$ cat src/design/vid_fmt_pkg.sv
// Purpose: shared constants and types for the video output formatter
// Assumes: one receive clock domain, plain register port
// Notes:   register offsets and field positions live here only

package vid_fmt_pkg;

  // ***************************************************************
  // register map
  // ***************************************************************
  localparam logic [7:0] CTRL_OFFSET   = 8'h00;     // mode and colour setup
  localparam logic [7:0] STATUS_OFFSET = 8'h04;     // last trs word and line

  localparam int CTRL_MODE_LSB   = 6;               // mode field 9:6
  localparam int CTRL_COLOR_LSB  = 0;               // colour field 2:0
  localparam int STAT_TRS_LSB    = 16;              // trs word 25:16
  localparam int STAT_LINE_LSB   = 0;               // line number 10:0

  localparam logic [3:0]  MODE_SD    = 4'h0;        // standard definition
  localparam logic [3:0]  MODE_HD    = 4'h2;        // high definition
  localparam logic [3:0]  MODE_3G    = 4'h5;        // 3g level a
  localparam logic [2:0]  COLOR_422  = 3'h2;        // ycbcr 4:2:2
  localparam logic [3:0]  MODE_RESET  = 4'h0;       // mode after reset
  localparam logic [2:0]  COLOR_RESET = 3'h0;       // colour after reset

  // ***************************************************************
  // valid vector and mark bit positions
  // ***************************************************************
  localparam int VV_LINE  = 0;                      // line number valid
  localparam int VV_TRS   = 1;                      // timing reference valid
  localparam int VV_ANC   = 5;                      // ancillary word valid
  localparam int VV_VIDEO = 7;                      // video word valid
  localparam int MK_FRAME_FIRST = 7;                // first sample of frame
  localparam int MK_LINE_FIRST  = 6;                // first sample of line
  localparam int MK_LINE_LAST   = 5;                // last sample of line
  localparam int MK_FRAME_LAST  = 4;                // last sample of frame

  localparam logic [15:0] STEP_422 = 16'h0002;      // index step, 4:2:2
  localparam logic [15:0] STEP_444 = 16'h0001;      // index step, 4:4:4
  localparam logic [15:0] INDEX_START = 16'h0000;   // first index of a run

  // ***************************************************************
  // parsed word from the frame parser
  // ***************************************************************
  typedef enum logic [2:0] {
    KIND_EAV,
    KIND_SAV,
    KIND_HORIZONTAL_ANC_SPACE,
    KIND_VERTICAL_ANC_SPACE,
    KIND_VIDEO,
    KIND_OTHER
  } word_kind_e;

  typedef struct packed {
    logic        valid;       // word present this cycle
    word_kind_e  kind;        // what the word is
    logic [39:0] data;        // four 10-bit words, first in 39:30
    logic [10:0] line;        // line number, good alongside eav
    logic        first_line;  // run is on first active line of frame
    logic        last_line;   // run is on last active line of frame
    logic        last_word;   // final word of this run
  } parsed_word_s;

endpackage : vid_fmt_pkg

$ cat src/design/video_output_formatter.sv
// Purpose: presents trs, line number, ancillary, video, marks and index
// Assumes: parser delivers one parsed word per cycle, synchronous inputs
// Notes:   every output is registered, one cycle behind the parsed word, except the line number, two cycles behind its eav
//
// Behaviour
// - timing reference on trs_word with valid bit 1
// - trs_word holds until next eav or sav
// - line number valid bit 0, cycle after eav shown
// - line number holds until next recovery
// - line number forced zero in sd mode
// - ancillary 40-bit word with valid bit 5
// - first horizontal_anc_space word cycle after eav shown
// - first vertical_anc_space word cycle after sav shown
// - video 40-bit word with valid bit 7
// - video word every cycle from sav to eav
// - marks flag first/last sample, one cycle
// - sample index starts zero, counts per run
// - index step two for 4:2:2, else one
// - mark bits 7,6,5,4 frame/line first/last
// - reserved valid bits zero; bit 0 zero in sd
//
// The register addresses and the address-and-strobe port were chosen for this implementation.

`timescale 1ns/1ps

module video_output_formatter
  import vid_fmt_pkg::*;
(
  input  wire logic         sys_clk,          // 20 mhz receive clock
  input  wire logic         rst_b,            // synchronous reset, low
  input  wire parsed_word_s parsed_in,        // word from the parser
  input  wire logic [7:0]   reg_addr,         // register byte offset
  input  wire logic [31:0]  reg_wdata,        // register write data
  input  wire logic         reg_wr,           // write strobe
  input  wire logic         reg_rd,           // read strobe
  output logic      [31:0]  reg_rdata,        // read data, cycle after strobe
  output logic      [7:0]   valid_vector,     // per-output qualifiers
  output logic      [9:0]   trs_word,         // last eav or sav
  output logic      [10:0]  line_number_out,  // recovered line number
  output logic      [39:0]  anc_word_out,     // ancillary word
  output logic      [39:0]  video_word_out,   // active video word
  output logic      [7:0]   sample_marks,     // first/last sample flags
  output logic      [15:0]  sample_index      // sample number of word
);

  // ***************************************************************
  // registers
  // ***************************************************************
  logic [3:0]  mode_q;        // operating mode
  logic [2:0]  color_q;       // colour coding
  logic [31:0] rdata_q;       // read data register
  logic [7:0]  valid_q;       // valid vector register
  logic [9:0]  trs_q;         // presented trs word
  logic [10:0] line_q;        // presented line number
  logic [10:0] ln_pend_q;     // line number caught with eav
  logic        eav_shown_q;   // eav presented this cycle
  logic [39:0] anc_q;         // ancillary word register
  logic [39:0] video_q;       // video word register
  logic [7:0]  marks_q;       // marks register
  logic [15:0] index_q;       // presented index
  logic [15:0] count_q;       // index of the next word in the run
  logic        first_pend_q;  // next video word opens the line

  // ***************************************************************
  // decode
  // ***************************************************************
  wire         in_v      = parsed_in.valid;
  wire         is_eav    = in_v && (parsed_in.kind == KIND_EAV);
  wire         is_sav    = in_v && (parsed_in.kind == KIND_SAV);
  wire         is_trs    = is_eav || is_sav;
  wire         is_anc    = in_v && ((parsed_in.kind == KIND_HORIZONTAL_ANC_SPACE) ||
                                    (parsed_in.kind == KIND_VERTICAL_ANC_SPACE));
  wire         is_video  = in_v && (parsed_in.kind == KIND_VIDEO);
  wire         sd_mode   = (mode_q == MODE_SD);
  wire [15:0]  step      = (color_q == COLOR_422) ? STEP_422 : STEP_444;
  wire         ctrl_hit  = (reg_addr == CTRL_OFFSET);
  wire         stat_hit  = (reg_addr == STATUS_OFFSET);
  wire         line_show = eav_shown_q && !sd_mode;

  // mark bits for the video word being taken
  wire         mk_lfirst = is_video && first_pend_q;
  wire         mk_llast  = is_video && parsed_in.last_word;
  wire [7:0]   marks_d   = {mk_lfirst && parsed_in.first_line,
                            mk_lfirst,
                            mk_llast,
                            mk_llast && parsed_in.last_line,
                            4'h0};

  // reserved valid bits stay zero by construction
  wire [7:0]   valid_d   = {is_video, 1'b0, is_anc, 3'h0,
                            is_trs, line_show};

  // read data mux, unmapped offsets read zero
  wire [31:0]  ctrl_view = {22'h00_0000, mode_q, 3'h0, color_q};
  wire [31:0]  stat_view = {6'h00, trs_q, 5'h00, line_q};
  wire [31:0]  rdata_d   = !reg_rd  ? 32'h0000_0000 :
                           ctrl_hit ? ctrl_view :
                           stat_hit ? stat_view : 32'h0000_0000;

  // ***************************************************************
  // register port
  // ***************************************************************
  // mode and colour steer line forcing and index step
  always_ff @(posedge sys_clk) begin
    if (!rst_b) begin
      mode_q  <= MODE_RESET;
      color_q <= COLOR_RESET;
    end else if (reg_wr && ctrl_hit) begin
      mode_q  <= reg_wdata[CTRL_MODE_LSB +: 4];
      color_q <= reg_wdata[CTRL_COLOR_LSB +: 3];
    end
  end

  // read data stands only in the cycle after the strobe
  always_ff @(posedge sys_clk) begin
    if (!rst_b) begin
      rdata_q <= 32'h0000_0000;
    end else begin
      rdata_q <= rdata_d;
    end
  end

  // ***************************************************************
  // valid vector and marks
  // ***************************************************************
  // valids and marks are pulses; reset holds them low
  always_ff @(posedge sys_clk) begin
    if (!rst_b) begin
      valid_q <= 8'h00;
      marks_q <= 8'h00;
    end else begin
      valid_q <= valid_d;
      marks_q <= marks_d;
    end
  end

  // ***************************************************************
  // timing reference and line number
  // ***************************************************************
  // trs word only moves on a new eav or sav
  always_ff @(posedge sys_clk) begin
    if (!rst_b) begin
      trs_q       <= 10'h000;
      eav_shown_q <= 1'b0;
      ln_pend_q   <= 11'h000;
    end else begin
      eav_shown_q <= is_eav;
      if (is_trs) begin
        trs_q <= parsed_in.data[9:0];
      end
      if (is_eav) begin
        ln_pend_q <= parsed_in.line;
      end
    end
  end

  // line number follows eav by two cycles; sd forces zero
  always_ff @(posedge sys_clk) begin
    if (!rst_b) begin
      line_q <= 11'h000;
    end else if (sd_mode) begin
      line_q <= 11'h000;
    end else if (line_show) begin
      line_q <= ln_pend_q;
    end
  end

  // ***************************************************************
  // ancillary and video data
  // ***************************************************************
  // data registers hold between words; no buffering beyond one stage
  always_ff @(posedge sys_clk) begin
    if (!rst_b) begin
      anc_q   <= 40'h00_0000_0000;
      video_q <= 40'h00_0000_0000;
    end else begin
      if (is_anc) begin
        anc_q <= parsed_in.data;
      end
      if (is_video) begin
        video_q <= parsed_in.data;
      end
    end
  end

  // ***************************************************************
  // sample index
  // ***************************************************************
  // every trs restarts the count, so horizontal_anc_space counts from eav side and
  // vertical_anc_space or video from sav side
  always_ff @(posedge sys_clk) begin
    if (!rst_b) begin
      count_q      <= INDEX_START;
      index_q      <= INDEX_START;
      first_pend_q <= 1'b0;
    end else begin
      if (is_trs) begin
        count_q      <= INDEX_START;
        first_pend_q <= is_sav;
      end else if (is_anc || is_video) begin
        index_q      <= count_q;
        count_q      <= count_q + step;
        if (is_video) begin
          first_pend_q <= 1'b0;
        end
      end
    end
  end

  // ***************************************************************
  // outputs
  // ***************************************************************
  assign reg_rdata       = rdata_q;
  assign valid_vector    = valid_q;
  assign trs_word        = trs_q;
  assign line_number_out = line_q;
  assign anc_word_out    = anc_q;
  assign video_word_out  = video_q;
  assign sample_marks    = marks_q;
  assign sample_index    = index_q;

  // ***************************************************************
  // checks
  // ***************************************************************
  chk_trs_present: assert property (@(posedge sys_clk) disable iff (!rst_b)
    is_trs |=> valid_vector[VV_TRS] && (trs_word == $past(parsed_in.data[9:0])))
    else $error("trs word not presented");

  chk_trs_hold: assert property (@(posedge sys_clk) disable iff (!rst_b)
    !valid_vector[VV_TRS] && $past(rst_b) |-> $stable(trs_word))
    else $error("trs word moved without trs");

  chk_line_after_eav: assert property (@(posedge sys_clk) disable iff (!rst_b)
    is_eav && !sd_mode ##1 !sd_mode |=> valid_vector[VV_LINE] &&
      (line_number_out == $past(parsed_in.line, 2)))
    else $error("line number not shown after eav");

  chk_line_hold: assert property (@(posedge sys_clk) disable iff (!rst_b)
    !valid_vector[VV_LINE] && !sd_mode && $past(rst_b) |-> $stable(line_number_out))
    else $error("line number moved without valid");

  chk_sd_line_zero: assert property (@(posedge sys_clk) disable iff (!rst_b)
    sd_mode ##1 sd_mode |-> (line_number_out == 11'h000) && !valid_vector[VV_LINE])
    else $error("line number not zero in sd mode");

  chk_anc_word: assert property (@(posedge sys_clk) disable iff (!rst_b)
    is_anc |=> valid_vector[VV_ANC] && (anc_word_out == $past(parsed_in.data)))
    else $error("ancillary word not presented");

  chk_video_word: assert property (@(posedge sys_clk) disable iff (!rst_b)
    is_video |=> valid_vector[VV_VIDEO] && (video_word_out == $past(parsed_in.data)))
    else $error("video word not presented");

  chk_marks_pulse: assert property (@(posedge sys_clk) disable iff (!rst_b)
    (sample_marks != 8'h00) |-> valid_vector[VV_VIDEO] ##1
      !(sample_marks[MK_LINE_FIRST] && $past(sample_marks[MK_LINE_FIRST])))
    else $error("mark outside video or held");

  chk_index_start: assert property (@(posedge sys_clk) disable iff (!rst_b)
    valid_vector[VV_TRS] ##1 (valid_vector[VV_VIDEO] || valid_vector[VV_ANC]) |->
      sample_index == INDEX_START)
    else $error("run did not start at index zero");

  chk_index_step: assert property (@(posedge sys_clk) disable iff (!rst_b)
    valid_vector[VV_VIDEO] && $past(valid_vector[VV_VIDEO]) && $stable(color_q) |->
      sample_index == 16'($past(sample_index) + step))
    else $error("index step wrong");

  chk_reserved_zero: assert property (@(posedge sys_clk) disable iff (!rst_b)
    (valid_vector[6] == 1'b0) && (valid_vector[4:2] == 3'h0) &&
      (sample_marks[3:0] == 4'h0))
    else $error("reserved bit set");

  chk_reset_quiet: assert property (@(posedge sys_clk)
    !rst_b |=> (valid_vector == 8'h00) && (sample_marks == 8'h00))
    else $error("valid or marks set after reset");

endmodule : video_output_formatter

$ cat config.mk
export PLATFORM = sky130hd
export DESIGN_NAME = video_output_formatter
export DESIGN_NICKNAME = d
export VERILOG_FILES = /design/src/design/vid_fmt_pkg.sv /design/src/design/video_output_formatter.sv
export SDC_FILE = /design/constraint.sdc
export NUM_CORES = 1
export LEC_CHECK = 0
export ABC_AREA = 1
export BUFFER_PORTS_ARGS = -buffer_cell sky130_fd_sc_hd__buf_2
export CORE_ASPECT_RATIO = 0.75
export CORE_UTILIZATION = 44
export DETAILED_ROUTE_END_ITERATION = 16
export GPL_ROUTABILITY_DRIVEN = 0
export PLACE_DENSITY_LB_ADDON = 0.15
export SYNTH_ARGS = -nofsm -noshare
export SYNTH_HDL_FRONTEND = slang
export SYNTH_SLANG_ARGS = --single-unit
$ cat constraint.sdc
create_clock -name sys_clk -period 2 [get_ports sys_clk]
set_clock_uncertainty 0.2 [all_clocks]
set_input_delay 0.1 -clock sys_clk [delete_from_list [all_inputs] [get_ports sys_clk]]
set_output_delay 0.1 -clock sys_clk [all_outputs]
set_load 0.02 [all_outputs]
==> run metrics <==
hold_ws between 20 and 30 ps; fin crit period approximately 1900 ps; core area between 0.01 and 0.015 mm2; Setup violations, final 0; DP HPWL roughly 12000 um; Yosys top cell area share 0.5419; Fin. Hold Viols 0; Critical Path Source color_q[0]$_SDFFE_PN0P_; P per Cell Area 836.9 mW/mm2; critical path's top delay family simple AND/OR/NAND/NOR gates; first-pass GRT wire length around 28000 um; Period Utilization, post-route 0.9638; DR WL/cell 13.42 um; CTS root buf clkbuf_16; layout cells sized above 1 0.2578; synthesized area around 0.0067 mm2; Synth Warn # 0; grt ovf 0; CTS tree built; pre-CTS setup slack -104.2 ps; average cell area after synthesis 7.967 um2; Fillers 1302; unrepaired setup endpoints after global routing yes; initial drt markers between 300 and 400; Fmax a little over 500 MHz; IO Pins roughly 270; critical setup path kind register to register; Distinct cells, synth 31; Worst Slack Setup Final slightly above 70 ps; worst r2r dst count_q[10]$_SDFFE_PP0P_; Hold Startpoint reg_wr; Area contributors post-synth dfxtp_1 (54%), nor2_1 (8.5%), o21ai_0 (8.0%); post-route insts no fill approximately 1400; total die area 0.01579 mm2; fin area 0.009405 mm2; Routed Antenna Nets 0; Yosys top cell by area dfxtp_1; register area share after synthesis 0.5419; placed cell count roughly 1200; Initial Util 0.4577; count leader, synth dfxtp_1; max-slew violation count 0; htree depth 4; maxcap violations 0; ys flop type dfxtp_1; CP cell instances nor2_1, nand2_1, ha_2, inv_2, fa_2, inv_2, nand3_2, nor2_4, nand3b_1, nand2_1, nand2_1, nor2_1; Synth top cells by count dfxtp_1 (182), nor2_1 (153), o21ai_0 (108); area post-placement slightly below 0.008 mm2; Skew-Pair Late Insertion Delay about 420 ps; CP max stage delay about 340 ps; worst hold path class input port to register; IO buf count 222; Leakage Power 4.364 nW; initial antenna violation count 1; CP max FO 4; GRT Total Usage 0.2296; number of remaining DRC errors 0; Synth async-reset ratio 0; via count roughly 6300; buffer depth of the longest clock path 2; Post-Syn Instances ~840; Row Count 38; Post-Route WL roughly 18000 um; cts bufs inserted 17; vias per inst about 4.6; flops & latches, synth between 150 and 200; pin count of the biggest net entering global routing 57; area delta synth->final 39.88%; maximum VDD drop around 440 uV; crit path DAT 2090 ps; Slowest-stage cell, CP fa_2; Worst Reg-to-Reg Cells 12; CP dominant cell by count nand2_1; Tot Pwr ~7.9 mW; Worst Hold Endpoint color_q[2]$_SDFFE_PN0P_; Die H approximately 110 um; TritonRoute pass-1 iters 4; r2r startpoint color_q[0]$_SDFFE_PN0P_; Layout Utilization 0.6402; setup TNS 0 ps; Worst R2R Setup Slack just over 70 ps; Critical Path Sink Type register; required time worst endpoint ~2200 ps; vias in the first global route about 5800; Cells on Worst Hold Path 4; TritonCTS Sinks roughly 180; clk slew on worst S/H paths approximately 70 ps; Chip Width around 140 um; status finished clean; Buf/Inv on CP 2; number of synthesized flops with an enable pin 0; crit start category register; Final nets between 1000 and 1500
## metal layers
layer | track usage | wire length, um | part of all wire
met1 | 0.2972 | 8547 | 0.47
met3 | 0.06061 | 1043 | 0.057
met5 | 0 | 0 | 0
met4 | 0.07293 | 239 | 0.013
met2 | 0.3729 | 8341 | 0.46
## cell usage in the layout (no fill, tap or decap), types with 2 or more instances in the layout
cell type and instances:
buf_2 222, dfxtp_1 180, nor2_1 151, o21ai_0 107, inv_1 95, a21oi_1 85
dlygate4sd3_1 79, nand2_1 71, nand3_1 31, conb_1 19, clkbuf_16 17, buf_4 17
o22ai_1 10, inv_2 5, nor3_1 5, a211oi_1 5, nand3_2 5, o21ai_1 4
clkinvlp_4 4, inv_6 4, nand3b_1 3, nand2_4 3, nor2_4 3, diode_2 2
nand4_1 2, and3_1 2, bufinv_16 2, clkinv_2 2, dfxtp_2 2, dlymetal6s4s_1 2
buf_12 2
## power by group
group          switching, mW  internal [mW]
Sequential            0.0510           3.74
Combinational          0.465          0.306
Clock                   1.43           1.89
## logic make-up after synthesis
family	count (synthesis)	synth area share
AND/OR/NAND/NOR	279	0.1747
adder cells (fa/ha/maj)	3	0.006698
XOR/XNOR	1	0.001303
other	1	0.0005577
buffers and inverters	165	0.1109
flip-flops	182	0.5419
AO/OA/AOI/OAI	213	0.1639
## sequential cells by signal, summed over array words and instances (netlist names)
register,cells
ln_pend_q,11
count_q,16
first_pend_q,1
sample_marks,4
valid_vector,4
trs_word,10
eav_shown_q,1
anc_word_out,40
reg_rdata,21
video_word_out,40
mode_q,4
sample_index,16
line_number_out,11
color_q,3
## cell type report
class / instances / area, um2 / share of cell area
clock inverters: 13 / 143.9 / 0.01530
well taps: 200 / 250.2 / 0.02661
clock buffers: 19 / 442.9 / 0.04709
repair buffers: 322 / 2095 / 0.2227
inverters: 101 / 379.1 / 0.04031
multi-input cells: 515 / 2444 / 0.2598
diodes: 2 / 5.005 / 0.0005321
flip-flops and latches: 182 / 3646 / 0.3877
## tightest hold or removal path, delay by kind of cell
kind                   cells  cell delay [ps]
buffers and inverters      1              170
AND/OR/NAND/NOR            2              290
AO/OA/AOI/OAI              1               60
## how the worst max path moves through the flow
stage | to | slack, ps | depth (start not counted)
global placement | count_q[6]$_SDFFE_PP0P_ | -80 | 11
floorplan | count_q[6]$_SDFFE_PP0P_ | 20 | 11
global route | count_q[10]$_SDFFE_PP0P_ | -80 | 12
CTS | count_q[6]$_SDFFE_PP0P_ | 8 | 11
finish | count_q[10]$_SDFFE_PP0P_ | 70 | 12
detailed placement | count_q[6]$_SDFFE_PP0P_ | -100 | 11
## repair_timing
item	4_1_cts	5_1_grt
buffers inserted	0	2
pin swaps	1	6
hold endpoints to repair	131	0
gates resized for setup	5	14
setup endpoints to repair	5	18
gates cloned	0	0
hold buffers	81	0
No activity file was read; power rests on OpenSTA's default activity.
